File: config.mk
export PLATFORM = sky130hd
export DESIGN_NAME = zero_cross_capture
export DESIGN_NICKNAME = d
export VERILOG_FILES = /design/src/shared/zc_capture_pkg.sv /design/src/logic/valley_edge_filter.sv /design/src/logic/time_base_unit.sv /design/src/logic/zero_cross_capture.sv
export SDC_FILE = /design/constraint.sdc
export NUM_CORES = 1
export LEC_CHECK = 0
export ABC_AREA = 1
export BUFFER_PORTS_ARGS = -buffer_cell sky130_fd_sc_hd__buf_2
export CORE_ASPECT_RATIO = 1.2
export CORE_MARGIN = 2
export CORE_UTILIZATION = 25
export CTS_BUF_LIST = sky130_fd_sc_hd__clkbuf_4 sky130_fd_sc_hd__clkbuf_8 sky130_fd_sc_hd__clkbuf_16
export DETAILED_ROUTE_END_ITERATION = 8
export GPL_ROUTABILITY_DRIVEN = 0
export PLACE_DENSITY = 0.39
export SYNTH_ARGS = -nofsm -noshare
export SYNTH_HDL_FRONTEND = slang
export SYNTH_SLANG_ARGS = --single-unit
File: constraint.sdc
create_clock -name mclk -period 6.45 [get_ports mclk]
set_input_delay 0.645 -clock mclk [delete_from_list [all_inputs] [get_ports mclk]]
set_output_delay 0.645 -clock mclk [all_outputs]
set_load 0.01 [all_outputs]
File: src/shared/zc_capture_pkg.sv
package zc_capture_pkg;

    localparam int CNT_W  = 16;
    localparam int TRIP_N = 8;
    localparam int SEL_W  = 3;
    localparam int ADDR_W = 12;

    // Register byte offsets
    localparam logic [ADDR_W-1:0] CROSSBAR_EN_OFS   = 12'h000;
    localparam logic [ADDR_W-1:0] COMPARE_SEL_OFS   = 12'h004;
    localparam logic [ADDR_W-1:0] COMPARE_CTRL_OFS  = 12'h008;
    localparam logic [ADDR_W-1:0] FILTER_CTRL_OFS   = 12'h00C;
    localparam logic [ADDR_W-1:0] BLANK_OFFSET_OFS  = 12'h010;
    localparam logic [ADDR_W-1:0] BLANK_LENGTH_OFS  = 12'h014;
    localparam logic [ADDR_W-1:0] VALLEY_CTRL_OFS   = 12'h018;
    localparam logic [ADDR_W-1:0] SW_DELAY_OFS      = 12'h01C;
    localparam logic [ADDR_W-1:0] CAPTURE_OFS       = 12'h020;
    localparam logic [ADDR_W-1:0] TIME_BASE_CTL_OFS = 12'h024;
    localparam logic [ADDR_W-1:0] PHASE_OFS         = 12'h028;
    localparam logic [ADDR_W-1:0] PERIOD_OFS        = 12'h02C;
    localparam logic [ADDR_W-1:0] STATUS_OFS        = 12'h030;

    // Field positions
    localparam int COND_LSB       = 4;
    localparam int SYNC_SRC_BIT   = 0;
    localparam int SYNC_EN_BIT    = 1;
    localparam int BLANK_EN_BIT   = 1;
    localparam int TRIG_SEL_BIT   = 0;
    localparam int SW_START_BIT   = 1;
    localparam int DELAY_SEL_BIT  = 2;

    // Event condition codes
    localparam logic [1:0] COND_OFF  = 2'h0;
    localparam logic [1:0] COND_LOW  = 2'h1;
    localparam logic [1:0] COND_HIGH = 2'h2;

    // Values after reset
    localparam logic [CNT_W-1:0] PERIOD_RST = 16'hFFFF;
    localparam logic [CNT_W-1:0] ZERO_CNT   = 16'h0000;

    typedef enum logic [2:0] {
        FILT_IDLE  = 3'h1,
        FILT_ARMED = 3'h2,
        FILT_DELAY = 3'h4
    } filt_state_type;

    typedef struct packed {
        logic             delay_en;
        logic [CNT_W-1:0] delay_val;
    } delay_cfg_type;

    typedef struct packed {
        logic             enable;
        logic [CNT_W-1:0] offset;
        logic [CNT_W-1:0] length;
    } blank_cfg_type;

endpackage

File: src/logic/valley_edge_filter.sv
`timescale 1ns/1ps
module valley_edge_filter
    import zc_capture_pkg::*;
(
    input  wire logic             mclk,
    input  wire logic             sys_rst,
    input  wire logic             event_in,
    input  wire logic             rearm,
    input  wire delay_cfg_type    dly,
    input  wire logic [CNT_W-1:0] count_in,
    output logic                  filt_pulse_q,
    output logic [CNT_W-1:0]      capture_q,
    output logic                  armed_q
);

    filt_state_type   state_q;
    logic             event_prev_q;
    logic [CNT_W-1:0] delay_cnt_q;
    logic             rise;
    logic             take;

    assign rise = event_in & ~event_prev_q;
    // A re-arm in the same cycle as an edge discards the edge
    assign take = (state_q == FILT_ARMED) & rise & ~rearm;

    always_ff @(posedge mclk)
    begin
        if (sys_rst)
            event_prev_q <= 1'b0;
        else
            event_prev_q <= event_in;
    end

    always_ff @(posedge mclk)
    begin
        if (sys_rst)
            state_q <= FILT_IDLE;
        else if (rearm)
            state_q <= FILT_ARMED;
        else
        begin
            unique case (state_q)
                FILT_IDLE:
                    state_q <= FILT_IDLE;
                FILT_ARMED:
                    if (rise)
                        state_q <= (dly.delay_en && dly.delay_val != ZERO_CNT)
                                   ? FILT_DELAY : FILT_IDLE;
                FILT_DELAY:
                    if (delay_cnt_q == 16'h0001)
                        state_q <= FILT_IDLE;
                default:
                    state_q <= FILT_IDLE;
            endcase
        end
    end

    always_ff @(posedge mclk)
    begin
        if (sys_rst)
            delay_cnt_q <= ZERO_CNT;
        else if (take)
            delay_cnt_q <= dly.delay_val;
        else if (state_q == FILT_DELAY)
            delay_cnt_q <= delay_cnt_q - 16'h0001;
    end

    always_ff @(posedge mclk)
    begin
        if (sys_rst)
            filt_pulse_q <= 1'b0;
        else if (take)
            filt_pulse_q <= ~(dly.delay_en && dly.delay_val != ZERO_CNT);
        else
            filt_pulse_q <= (state_q == FILT_DELAY)
                            && (delay_cnt_q == 16'h0001) && !rearm;
    end

    // Counter is taken at the edge itself, so the delay does not skew it
    always_ff @(posedge mclk)
    begin
        if (sys_rst)
            capture_q <= ZERO_CNT;
        else if (take)
            capture_q <= count_in;
    end

    always_ff @(posedge mclk)
    begin
        if (sys_rst)
            armed_q <= 1'b0;
        else
            armed_q <= rearm | (state_q == FILT_ARMED & ~rise);
    end

    pulse_width_a: assert property (
        @(posedge mclk) disable iff (sys_rst)
        filt_pulse_q |=> !filt_pulse_q)
        else $error("filtered event wider than one clock");

    capture_value_a: assert property (
        @(posedge mclk) disable iff (sys_rst)
        take |=> capture_q == $past(count_in))
        else $error("capture missed the counter value");

    single_capture_a: assert property (
        @(posedge mclk) disable iff (sys_rst)
        (state_q == FILT_IDLE) && !rearm |=> $stable(capture_q))
        else $error("capture while not armed");

    delay_end_a: assert property (
        @(posedge mclk) disable iff (sys_rst)
        take && dly.delay_en && dly.delay_val > 16'h0001
        |=> !filt_pulse_q ##0 (state_q == FILT_DELAY))
        else $error("software delay not applied");

    rearm_state_a: assert property (
        @(posedge mclk) disable iff (sys_rst)
        rearm |=> state_q == FILT_ARMED && armed_q)
        else $error("trigger did not restart filter");

endmodule

File: src/logic/time_base_unit.sv
`timescale 1ns/1ps
module time_base_unit
    import zc_capture_pkg::*;
(
    input  wire logic             mclk,
    input  wire logic             sys_rst,
    input  wire logic [CNT_W-1:0] period,
    input  wire logic [CNT_W-1:0] phase,
    input  wire logic             load_req,
    output logic [CNT_W-1:0]      count_q
);

    always_ff @(posedge mclk)
    begin
        if (sys_rst)
            count_q <= ZERO_CNT;
        else if (load_req)
            count_q <= phase;
        else if (count_q >= period)
            count_q <= ZERO_CNT;
        else
            count_q <= count_q + 16'h0001;
    end

    load_phase_a: assert property (
        @(posedge mclk) disable iff (sys_rst)
        load_req |=> count_q == $past(phase))
        else $error("phase value not loaded");

endmodule

File: src/logic/zero_cross_capture.sv
`timescale 1ns/1ps

// Operation
// - Crossbar passes a trip input only when its mux enable is set.
// - Compare-A-high signal comes from the trip input chosen by its select.
// - Condition select decides when compare-A-high raises the first event.
// - Sync variant may come from the filtered event instead of raw.
// - Sync variant of the first event makes a time-base sync pulse.
// - Edge filter captures the time-base count for software as period.
// - Filter input is the selected event ANDed with the inverted blanking window.
// - Blanking removes noise and the positive crossing, keeping the negative.
// - Filter source select picks raw compare-A-high (set) or the first event (clear) as filter input.
// - With software trigger selected, a software start re-arms the filter.
// - With software delay selected, the filtered event waits the set count.
// - The captured count belongs to the negative crossing, the period.
// - The sync variant reaches sync logic only when sync enable set.
// - Time base obeys sync pulses only when phase load enable set.
// - Each filtered event is exactly one clock wide.
module zero_cross_capture
    import zc_capture_pkg::*;
(
    input  wire logic                mclk,
    input  wire logic                sys_rst,
    input  wire logic                psel,
    input  wire logic                penable,
    input  wire logic                pwrite,
    input  wire logic [ADDR_W-1:0]   paddr,
    input  wire logic [31:0]         pwdata,
    output logic      [31:0]         prdata,
    output logic                     pready,
    output logic                     pslverr,
    input  wire logic [TRIP_N-1:0]   crossbar_trip_in,
    output logic                     sync_pulse,
    output logic                     filtered_event,
    output logic      [CNT_W-1:0]    time_base_counter
);

    ////////////////////////////////////////////////////////////////////////
    // Registers
    logic [TRIP_N-1:0] crossbar_trip_input_mux_enable_q;
    logic [SEL_W-1:0]  compare_a_high_input_select_q;
    logic [1:0]        compare_event_condition_select_q;
    logic              sync_from_filter_q;
    logic              event_one_sync_enable_q;
    logic              filter_source_select_q;
    blank_cfg_type     blank_q;
    logic              valley_trigger_select_q;
    delay_cfg_type     delay_q;
    logic              phase_load_enable_q;
    logic [CNT_W-1:0]  phase_q;
    logic [CNT_W-1:0]  period_q;
    logic              sw_start_q;

    logic              wr_en;
    logic              mapped;
    logic [31:0]       rd_d;

    logic [TRIP_N-1:0] gated_trips;
    logic              compare_a_high_signal;
    logic              first_compare_a_event;
    logic              first_compare_a_event_sync;
    logic [CNT_W:0]    blank_end;
    logic              blank_active;
    logic              filter_in;
    logic              rearm;
    logic              filt_pulse;
    logic [CNT_W-1:0]  capture;
    logic              armed;
    logic [CNT_W-1:0]  tb_count;
    logic              sync_pulse_q;

    ////////////////////////////////////////////////////////////////////////
    // APB slave: zero wait states, answer registered in the setup cycle
    assign wr_en = psel & penable & pwrite & pready;

    always_comb
    begin
        mapped = 1'b1;
        rd_d   = 32'h0000_0000;
        unique case (paddr)
            CROSSBAR_EN_OFS:
                rd_d[TRIP_N-1:0] = crossbar_trip_input_mux_enable_q;
            COMPARE_SEL_OFS:
            begin
                rd_d[SEL_W-1:0] = compare_a_high_input_select_q;
                rd_d[COND_LSB+1:COND_LSB] = compare_event_condition_select_q;
            end
            COMPARE_CTRL_OFS:
            begin
                rd_d[SYNC_SRC_BIT] = sync_from_filter_q;
                rd_d[SYNC_EN_BIT]  = event_one_sync_enable_q;
            end
            FILTER_CTRL_OFS:
            begin
                rd_d[0]            = filter_source_select_q;
                rd_d[BLANK_EN_BIT] = blank_q.enable;
            end
            BLANK_OFFSET_OFS:
                rd_d[CNT_W-1:0] = blank_q.offset;
            BLANK_LENGTH_OFS:
                rd_d[CNT_W-1:0] = blank_q.length;
            VALLEY_CTRL_OFS:
            begin
                rd_d[TRIG_SEL_BIT]  = valley_trigger_select_q;
                rd_d[DELAY_SEL_BIT] = delay_q.delay_en;
            end
            SW_DELAY_OFS:
                rd_d[CNT_W-1:0] = delay_q.delay_val;
            CAPTURE_OFS:
                rd_d[CNT_W-1:0] = capture;
            TIME_BASE_CTL_OFS:
                rd_d[0] = phase_load_enable_q;
            PHASE_OFS:
                rd_d[CNT_W-1:0] = phase_q;
            PERIOD_OFS:
                rd_d[CNT_W-1:0] = period_q;
            STATUS_OFS:
                rd_d[0] = armed;
            default:
                mapped = 1'b0;
        endcase
    end

    always_ff @(posedge mclk)
    begin
        if (sys_rst)
        begin
            pready  <= 1'b0;
            pslverr <= 1'b0;
            prdata  <= 32'h0000_0000;
        end
        else
        begin
            pready  <= psel & ~penable;
            pslverr <= psel & ~penable & ~mapped;
            if (psel && !penable && !pwrite)
                prdata <= rd_d;
        end
    end

    always_ff @(posedge mclk)
    begin
        if (sys_rst)
        begin
            crossbar_trip_input_mux_enable_q <= '0;
            compare_a_high_input_select_q    <= '0;
            compare_event_condition_select_q <= COND_OFF;
            sync_from_filter_q               <= 1'b0;
            event_one_sync_enable_q          <= 1'b0;
            filter_source_select_q           <= 1'b0;
            blank_q                          <= '0;
            valley_trigger_select_q          <= 1'b0;
            delay_q                          <= '0;
            phase_load_enable_q              <= 1'b0;
            phase_q                          <= ZERO_CNT;
            period_q                         <= PERIOD_RST;
        end
        else if (wr_en)
        begin
            unique case (paddr)
                CROSSBAR_EN_OFS:
                    crossbar_trip_input_mux_enable_q <= pwdata[TRIP_N-1:0];
                COMPARE_SEL_OFS:
                begin
                    compare_a_high_input_select_q <= pwdata[SEL_W-1:0];
                    compare_event_condition_select_q <=
                        pwdata[COND_LSB+1:COND_LSB];
                end
                COMPARE_CTRL_OFS:
                begin
                    sync_from_filter_q      <= pwdata[SYNC_SRC_BIT];
                    event_one_sync_enable_q <= pwdata[SYNC_EN_BIT];
                end
                FILTER_CTRL_OFS:
                begin
                    filter_source_select_q <= pwdata[0];
                    blank_q.enable         <= pwdata[BLANK_EN_BIT];
                end
                BLANK_OFFSET_OFS:
                    blank_q.offset <= pwdata[CNT_W-1:0];
                BLANK_LENGTH_OFS:
                    blank_q.length <= pwdata[CNT_W-1:0];
                VALLEY_CTRL_OFS:
                begin
                    valley_trigger_select_q <= pwdata[TRIG_SEL_BIT];
                    delay_q.delay_en        <= pwdata[DELAY_SEL_BIT];
                end
                SW_DELAY_OFS:
                    delay_q.delay_val <= pwdata[CNT_W-1:0];
                TIME_BASE_CTL_OFS:
                    phase_load_enable_q <= pwdata[0];
                PHASE_OFS:
                    phase_q <= pwdata[CNT_W-1:0];
                PERIOD_OFS:
                    period_q <= pwdata[CNT_W-1:0];
                default:
                    ;
            endcase
        end
    end

    // Start bit is write-only; it reads back as zero
    always_ff @(posedge mclk)
    begin
        if (sys_rst)
            sw_start_q <= 1'b0;
        else
            sw_start_q <= wr_en && paddr == VALLEY_CTRL_OFS
                          && pwdata[SW_START_BIT];
    end

    ////////////////////////////////////////////////////////////////////////
    // Trip routing and event qualification
    assign gated_trips = crossbar_trip_in
                         & crossbar_trip_input_mux_enable_q;
    // Trip pins arrive unsynchronised; treated as clock-aligned here
    assign compare_a_high_signal =
        gated_trips[compare_a_high_input_select_q];

    always_comb
    begin
        unique case (compare_event_condition_select_q)
            COND_LOW:
                first_compare_a_event = ~compare_a_high_signal;
            COND_HIGH:
                first_compare_a_event = compare_a_high_signal;
            default:
                first_compare_a_event = 1'b0;
        endcase
    end

    ////////////////////////////////////////////////////////////////////////
    // Blanking window, counted from time-base zero
    assign blank_end = {1'b0, blank_q.offset} + {1'b0, blank_q.length};
    // Too short a window lets the positive crossing through
    assign blank_active = blank_q.enable
                          && {1'b0, tb_count} >= {1'b0, blank_q.offset}
                          && {1'b0, tb_count} < blank_end;
    assign filter_in = (filter_source_select_q ? compare_a_high_signal
                                               : first_compare_a_event)
                       & ~blank_active;

    assign rearm = valley_trigger_select_q ? (tb_count == ZERO_CNT)
                                           : sw_start_q;

    valley_edge_filter u_filter (
        .mclk         (mclk),
        .sys_rst      (sys_rst),
        .event_in     (filter_in),
        .rearm        (rearm),
        .dly          (delay_q),
        .count_in     (tb_count),
        .filt_pulse_q (filt_pulse),
        .capture_q    (capture),
        .armed_q      (armed)
    );

    ////////////////////////////////////////////////////////////////////////
    // Sync path into the time base
    assign first_compare_a_event_sync = sync_from_filter_q ? filt_pulse
                                        : first_compare_a_event;

    always_ff @(posedge mclk)
    begin
        if (sys_rst)
            sync_pulse_q <= 1'b0;
        else
            sync_pulse_q <= first_compare_a_event_sync
                            & event_one_sync_enable_q;
    end

    time_base_unit u_time_base (
        .mclk     (mclk),
        .sys_rst  (sys_rst),
        .period   (period_q),
        .phase    (phase_q),
        .load_req (sync_pulse_q & phase_load_enable_q),
        .count_q  (tb_count)
    );

    assign sync_pulse        = sync_pulse_q;
    assign filtered_event    = filt_pulse;
    assign time_base_counter = tb_count;

    ////////////////////////////////////////////////////////////////////////
    sync_gate_a: assert property (
        @(posedge mclk) disable iff (sys_rst)
        sync_pulse_q |-> $past(event_one_sync_enable_q))
        else $error("sync pulse while sync disabled");

    filtered_sync_a: assert property (
        @(posedge mclk) disable iff (sys_rst)
        sync_from_filter_q && event_one_sync_enable_q && filt_pulse
        |=> sync_pulse_q)
        else $error("filtered event gave no sync");

    phase_hold_a: assert property (
        @(posedge mclk) disable iff (sys_rst)
        sync_pulse_q && !phase_load_enable_q && tb_count < period_q
        |=> tb_count == $past(tb_count) + 16'h0001)
        else $error("sync obeyed without phase enable");

    phase_load_a: assert property (
        @(posedge mclk) disable iff (sys_rst)
        sync_pulse_q && phase_load_enable_q |=> tb_count == $past(phase_q))
        else $error("enabled sync did not load phase");

    blank_block_a: assert property (
        @(posedge mclk) disable iff (sys_rst)
        blank_q.enable && tb_count >= blank_q.offset
        && tb_count - blank_q.offset < blank_q.length |-> !filter_in)
        else $error("event passed inside blanking");

    trip_route_a: assert property (
        @(posedge mclk) disable iff (sys_rst)
        !crossbar_trip_input_mux_enable_q[compare_a_high_input_select_q]
        |-> !compare_a_high_signal)
        else $error("disabled crossbar input passed");

    event_cond_a: assert property (
        @(posedge mclk) disable iff (sys_rst)
        compare_event_condition_select_q == COND_OFF
        |-> !first_compare_a_event)
        else $error("event raised with condition off");

    apb_answer_a: assert property (
        @(posedge mclk) disable iff (sys_rst)
        psel && !penable |=> pready)
        else $error("no answer after setup cycle");

endmodule

==> impl_metrics.json, run 1 <==
{
  "ys_warn_count": 0,
  "final_cell_area_sq_mm": 0.0114,
  "synth_top_family_by_area": "simple AND/OR/NAND/NOR gates",
  "grt_pass1_vias": 9235,
  "postCtsHoldBufs": 0,
  "cts_root_buf": "clkbuf_16",
  "hpwl_mm": 27.2,
  "cts_resized": 0,
  "cts_max_level": 4,
  "num_vias": 9446,
  "grt_overflow": 0,
  "synthAdderAreaFrac": 0.0861,
  "grt_pass1_wl_mm": 55.3,
  "crit_type": "reg2reg",
  "synth_top_cell_by_area": "dfxtp_1",
  "wl_met3_mm": 1.11,
  "ys.flop_type": "dfxtp_1",
  "area_growth_pct": 14.2,
  "final.period_utilization": 0.700,
  "min_period_ns": 4.52,
  "vdd_drop_max_v": 0.000190,
  "die_w_um": 186,
  "port_buffers": 76,
  "yosysSeqAreaShare": 0.349,
  "drive_gt1_frac": 0.101,
  "path_max_fanout": 32,
  "antenna_cells": 0,
  "synth-simple-area-share": 0.215,
  "syn_area_sq_mm": 0.00997,
  "clock_sinks": 174,
  "hold_violations": 0,
  "startpoint_type": "register",
  "core_area_sq_mm": 0.0395,
  "clock_path_buffers": 2,
  "met2WireLength_mm": 18.0,
  "crit_family": "compound AO/OA/AOI/OAI gates",
  "dieArea_sq_mm": 0.0415,
  "antenna_found_initial": 0,
  "crit_buf_inv": 2,
  "cap_violations": 0,
  "path_clk_slew_ns": 0.07,
  "whs_ns": 0.448,
  "wl_mm": 36.2,
  "ff2ff_path_depth": 22,
  "wire_per_inst_um": 18.2,
  "cts_setup_buffers": 0,
  "insertion_delay_ns": 0.46,
  "cp.arrival_ns": 4.85,
  "cts_tree": "done",
  "synth-edff-count": 0,
  "min_from": "u_filter.capture_q[6]",
  "std_cell_rows": 80,
  "hold_path.class": "reg2reg",
  "grt_max_degree": 111,
  "async_flop_share": 0,
  "avgSynthCellArea_sq_um": 7.14,
  "hold_end": "u_filter.capture_q[6]",
  "synth.distinct_cells": 55,
  "p_per_area_mw_per_mm2": 201,
  "status": "finished, final reports clean",
  "synthMuxAreaShare": 0,
  "finalMaxSlewViolations": 0,
  "wl_met1_mm": 16.3,
  "endpoint_kind": "register",
  "drtAntennaViolNets": 0,
  "path_depth": 22,
  "grtUsageTotal": 0.176,
  "synth_top_area_share": 0.349,
  "worst_slew_pin_slew_ns": 1.08,
  "setup_viol": 0,
  "cpMostUsedCell": "nand2_1",
  "syn_inst": 1397,
  "fin_worst_skew_ns": 0.0114,
  "cts_buffers": 17,
  "maxSlewHeadroom": 0.283,
  "placed_cell_area_sq_mm": 0.0108,
  "final_nets": 1571,
  "dr.pass1.iters": 5,
  "synth_compound_area_frac": 0.212,
  "drt-vias-per-instance": 4.74,
  "p_leak_nw": 4.85,
  "io-pin-count": 109,
  "start_util": 0.252,
  "power.total_mw": 2.29,
  "critPathRequiredTime_ns": 6.78,
  "rr_startpoint": "blank_q[2]",
  "reg2reg_to": "u_filter.capture_q[5]",
  "r2r_slack_ns": 1.93,
  "ys_ff_latch": 174,
  "postLayoutCoreUtil": 0.288,
  "slowest_stage": "nand4_2",
  "highest_layer": "met4",
  "synth-xor-area-share": 0.0263,
  "die_h_um": 223,
  "initialDrtViolationCount": 633,
  "drc": 0,
  "setup_tns_ns": 0,
  "max_freq_mhz": 221,
  "cpPeakStageDelay_ns": 0.58,
  "cp_cell_sequence": "ha_1, nand2_1, nand2_1, nand3_1, nand2_1, a21oi_1, o21ai_1, a31oi_1, o21ai_1, xnor2_1, ha_1, inv_1, o31a_1, nand2_1, nand2_1, nand2_1, nand2_2, nand2_2, nand4_2, buf_4, o21ai_0, a21oi_1",
  "synth_area_leaders": "dfxtp_1, a21oi_1, ha_1",
  "holdPathStages": 2,
  "rsz0062_at_grt": "false"
}
-- how the worst max path moves through the flow --
stage               start                endpoint
5_1_grt        blank_q[2]   u_filter.capture_q[2]
2_1_floorplan  blank_q[2]  u_filter.capture_q[15]
4_1_cts        blank_q[2]   u_filter.capture_q[5]
3_5_place_dp   blank_q[2]   u_filter.capture_q[8]
6_report       blank_q[2]   u_filter.capture_q[5]
3_3_place_gp   blank_q[2]   u_filter.capture_q[8]
-- power breakdown --
group	internal [mW]	switching [mW]
combinational	0.0329	0.0845
sequential	1.08	0.00553
clock	0.620	0.465
total	1.73	0.555
-- Yosys cell counts, types with 2 or more instances --
cell type and n:
a211oi_1 3, a21o_1 4, a21oi_1 174, a21oi_2 3, a221oi_1 14, a22oi_1 2
a31oi_1 13, buf_1 2, buf_2 9, buf_4 17, buf_8 2, clkbuf_1 40
dfxtp_1 174, ha_1 67, inv_1 190, inv_2 5, nand2_1 210, nand2_2 5
nand3_1 98, nand3_2 2, nand4_1 38, nor2_1 85, nor2_2 2, nor2_4 2
nor3_1 26, nor3_2 2, nor4_1 3, o2111ai_1 2, o211ai_1 4, o21a_1 3
o21ai_0 115, o21ai_1 2, o221ai_1 6, o22ai_1 22, o41ai_1 3, xnor2_1 11
xor2_1 19
-- tightest hold or removal path: stages (launching register included) --
cell	delay [ns]
dfxtp_1	0.31
inv_1	0.05
a21oi_1	0.05
-- cells by family after synthesis --
kind of cell	Yosys count
xor gates and xnor gates	30
other	1
and+or+nand+nor	479
AOI/OAI and AO/OA	378
buffers and inverters	267
DFF	174
adders and majority gates	68
-- metrics by stage --
step                      setup WS, ns  cells
after global routing              1.48   1992
after floorplan                   3.30   1412
final                             1.93   1992
after detailed placement          1.91   1960
after CTS                         1.88   1992
after global placement            1.90   1960
-- cell type report --
type	instances	area [sq um]
Fill cell	4381	28100
Clock buffer	23	495
Tap cell	533	667
Clock inverter	9	109
Timing Repair Buffer	86	455
Multi-Input combinational cell	971	5450
Sequential cell	174	3480
Inverter	196	736
-- per-layer routing --
metal  track usage  vias up
met5             0        -
met3        0.0246       34
met2         0.312      152
li1              -     4806
met1         0.219     4454
met4        0.0555        0
-- cell usage in the layout, fill, tap and decap left out, drive strengths merged, types with 6 or more instances in the layout --
| master | n |
|---|---|
| nand3 | 100 |
| inv | 195 |
| clkbuf | 23 |
| a221oi | 14 |
| nand4 | 39 |
| a21oi | 178 |
| nand2 | 215 |
| nor2 | 89 |
| xnor2 | 11 |
| buf | 86 |
| nor3 | 28 |
| o221ai | 6 |
| ha | 67 |
| o21ai | 118 |
| clkinv | 7 |
| xor2 | 19 |
| a31oi | 13 |
| dfxtp | 174 |
| conb | 16 |
| o22ai | 22 |
-- flip-flops by register name, summed over array words and instances, names as in the netlist, 2 cells and up --
name	cells
compare_a_high_input_select_q	3
delay_q	17
prdata	16
u_filter.capture_q	16
compare_event_condition_select_q	2
phase_q	16
u_filter.delay_cnt_q	16
u_time_base.count_q	16
crossbar_trip_input_mux_enable_q	8
u_filter.state_q	3
period_q	16
blank_q	33
Note: power is estimated with default switching activity, not from simulation.
==> inputs of run 2 (changes only) <==
- clock period: 6.45 -> 4.7 ns (I/O delays scaled with it)
==> impl_metrics.json, run 2 (synthesis results as in run 1) <==
{
  "status": "finished, final reports clean",
  "p_per_area_mw_per_mm2": 269,
  "min_period_ns": 3.96,
  "cts_resized": 0,
  "path_clk_slew_ns": 0.07,
  "hpwl_mm": 27.3,
  "power.total_mw": 3.06,
  "hold_violations": 0,
  "p_leak_nw": 4.85,
  "final.period_utilization": 0.842,
  "cts_buffers": 17,
  "register_area_sq_mm": 0.00348,
  "core_area_sq_mm": 0.0395,
  "crit_buf_inv": 2,
  "die_w_um": 186,
  "cp.arrival_ns": 4.31,
  "post-place-ws_ns": 0.747,
  "final_cell_area_sq_mm": 0.0114,
  "largest_register_ffs": 33,
  "num_vias": 9492,
  "cap_violations": 0,
  "clock_sinks": 174,
  "startpoint_type": "register",
  "drive_gt1_frac": 0.103,
  "max_freq_mhz": 253,
  "endpoint_kind": "register",
  "setup_tns_ns": 0,
  "cts_tree": "done",
  "crit_type": "reg2reg",
  "drtAntennaViolNets": 0,
  "n_fill_cell": 4370,
  "grt_pass1_vias": 9089,
  "port_buffers": 76,
  "io-pin-count": 109,
  "hold_path.class": "in2reg",
  "grtUsageTotal": 0.176,
  "fin_worst_skew_ns": 0.00898,
  "critPathRequiredTime_ns": 5.05,
  "path_max_fanout": 17,
  "wl_mm": 36.3,
  "cpMostUsedCell": "nand2_1",
  "drt-vias-per-instance": 4.76,
  "placed_cell_area_sq_mm": 0.0108,
  "reg.largest.list": "blank_q x33, delay_q x17",
  "wire_per_inst_um": 18.2,
  "cts_setup_buffers": 0,
  "crit_family": "compound AO/OA/AOI/OAI gates",
  "start_util": 0.252,
  "rsz0062_at_grt": "false",
  "insertion_delay_ns": 0.45,
  "setup_viol": 0,
  "multi_input_area_sq_mm": 0.00545,
  "grt_overflow": 0,
  "worst_slew_pin_slew_ns": 1.01,
  "clock_path_buffers": 2,
  "most-common-layout-cells": "nand2_1, inv_1, a21oi_1, dfxtp_1, o21ai_0",
  "cts_max_level": 4,
  "maxSlewHeadroom": 0.325,
  "largest_register": "blank_q",
  "drc": 0,
  "setup_ws_ns": 0.740,
  "cpPeakStageDelay_ns": 0.40,
  "antenna_cells": 0,
  "dieArea_sq_mm": 0.0415,
  "final_nets": 1575,
  "slowest_stage": "a21oi_4",
  "vdd_drop_max_v": 0.000254,
  "cts_root_buf": "clkbuf_16",
  "cp_cell_sequence": "ha_1, nand2_1, nand2_1, nand3_1, nand2_1, a21oi_1, o21ai_1, a31oi_1, o21ai_1, xnor2_1, ha_1, inv_1, o31a_1, nand2_1, nand2_1, nand2_1, nand2_2, a21oi_4, nand2_1, nand2_1, nand3_1, nand3_1, inv_1",
  "dr.pass1.iters": 5,
  "std_cell_rows": 80,
  "postLayoutCoreUtil": 0.288,
  "finalMaxSlewViolations": 0,
  "postCtsHoldBufs": 0,
  "grt_max_degree": 90,
  "die_h_um": 223,
  "initialDrtViolationCount": 629,
  "area_growth_pct": 14.2,
  "grt_pass1_wl_mm": 55.0,
  "final_common_cell": "nand2_1",
  "antenna_found_initial": 0
}
-- run 2: path summary, 6_finish.rpt --
path / from / to / depth (start not counted) / slack, ns
worst max-delay path: blank_q[2] / u_filter.state_q[2] / 23 / 0.74
worst min-delay path: sys_rst / prdata[1] / 2 / 0.33
worst max register to register: blank_q[2] / u_filter.state_q[2] / 23 / 0.74
worst min register to register: u_filter.capture_q[7] / u_filter.capture_q[7] / 2 / 0.45
-- run 2: power by group --
part	switching (mW)	internal [mW]	total, mW
clock	0.616	0.795	1.41
combinational	0.118	0.0456	0.163
sequential	0.00718	1.48	1.49
-- run 2: metal layers --
layer / part of all wire / global-route usage / vias up
met5: 0 / 0 / -
met4: 0.019 / 0.0586 / 0
met3: 0.028 / 0.0218 / 28
met2: 0.49 / 0.305 / 166
met1: 0.46 / 0.225 / 4479
li1: - / - / 4819
-- run 2: final cells by class --
class	instances	share of cell area
clock buffer	24	0.0441
clock inverter	6	0.00527
inverter	196	0.0646
multi-input combinational	971	0.478
sequential	174	0.306
tap	533	0.0585
timing repair buffer	90	0.0437
-- run 2: per-stage QoR --
step / hold WS, ns / std cells
global placement: 0.434 / 1964
floorplan: 0.424 / 1412
detailed placement: 0.440 / 1964
global route: 0.318 / 1994
finish: 0.327 / 1994
CTS: 0.304 / 1994
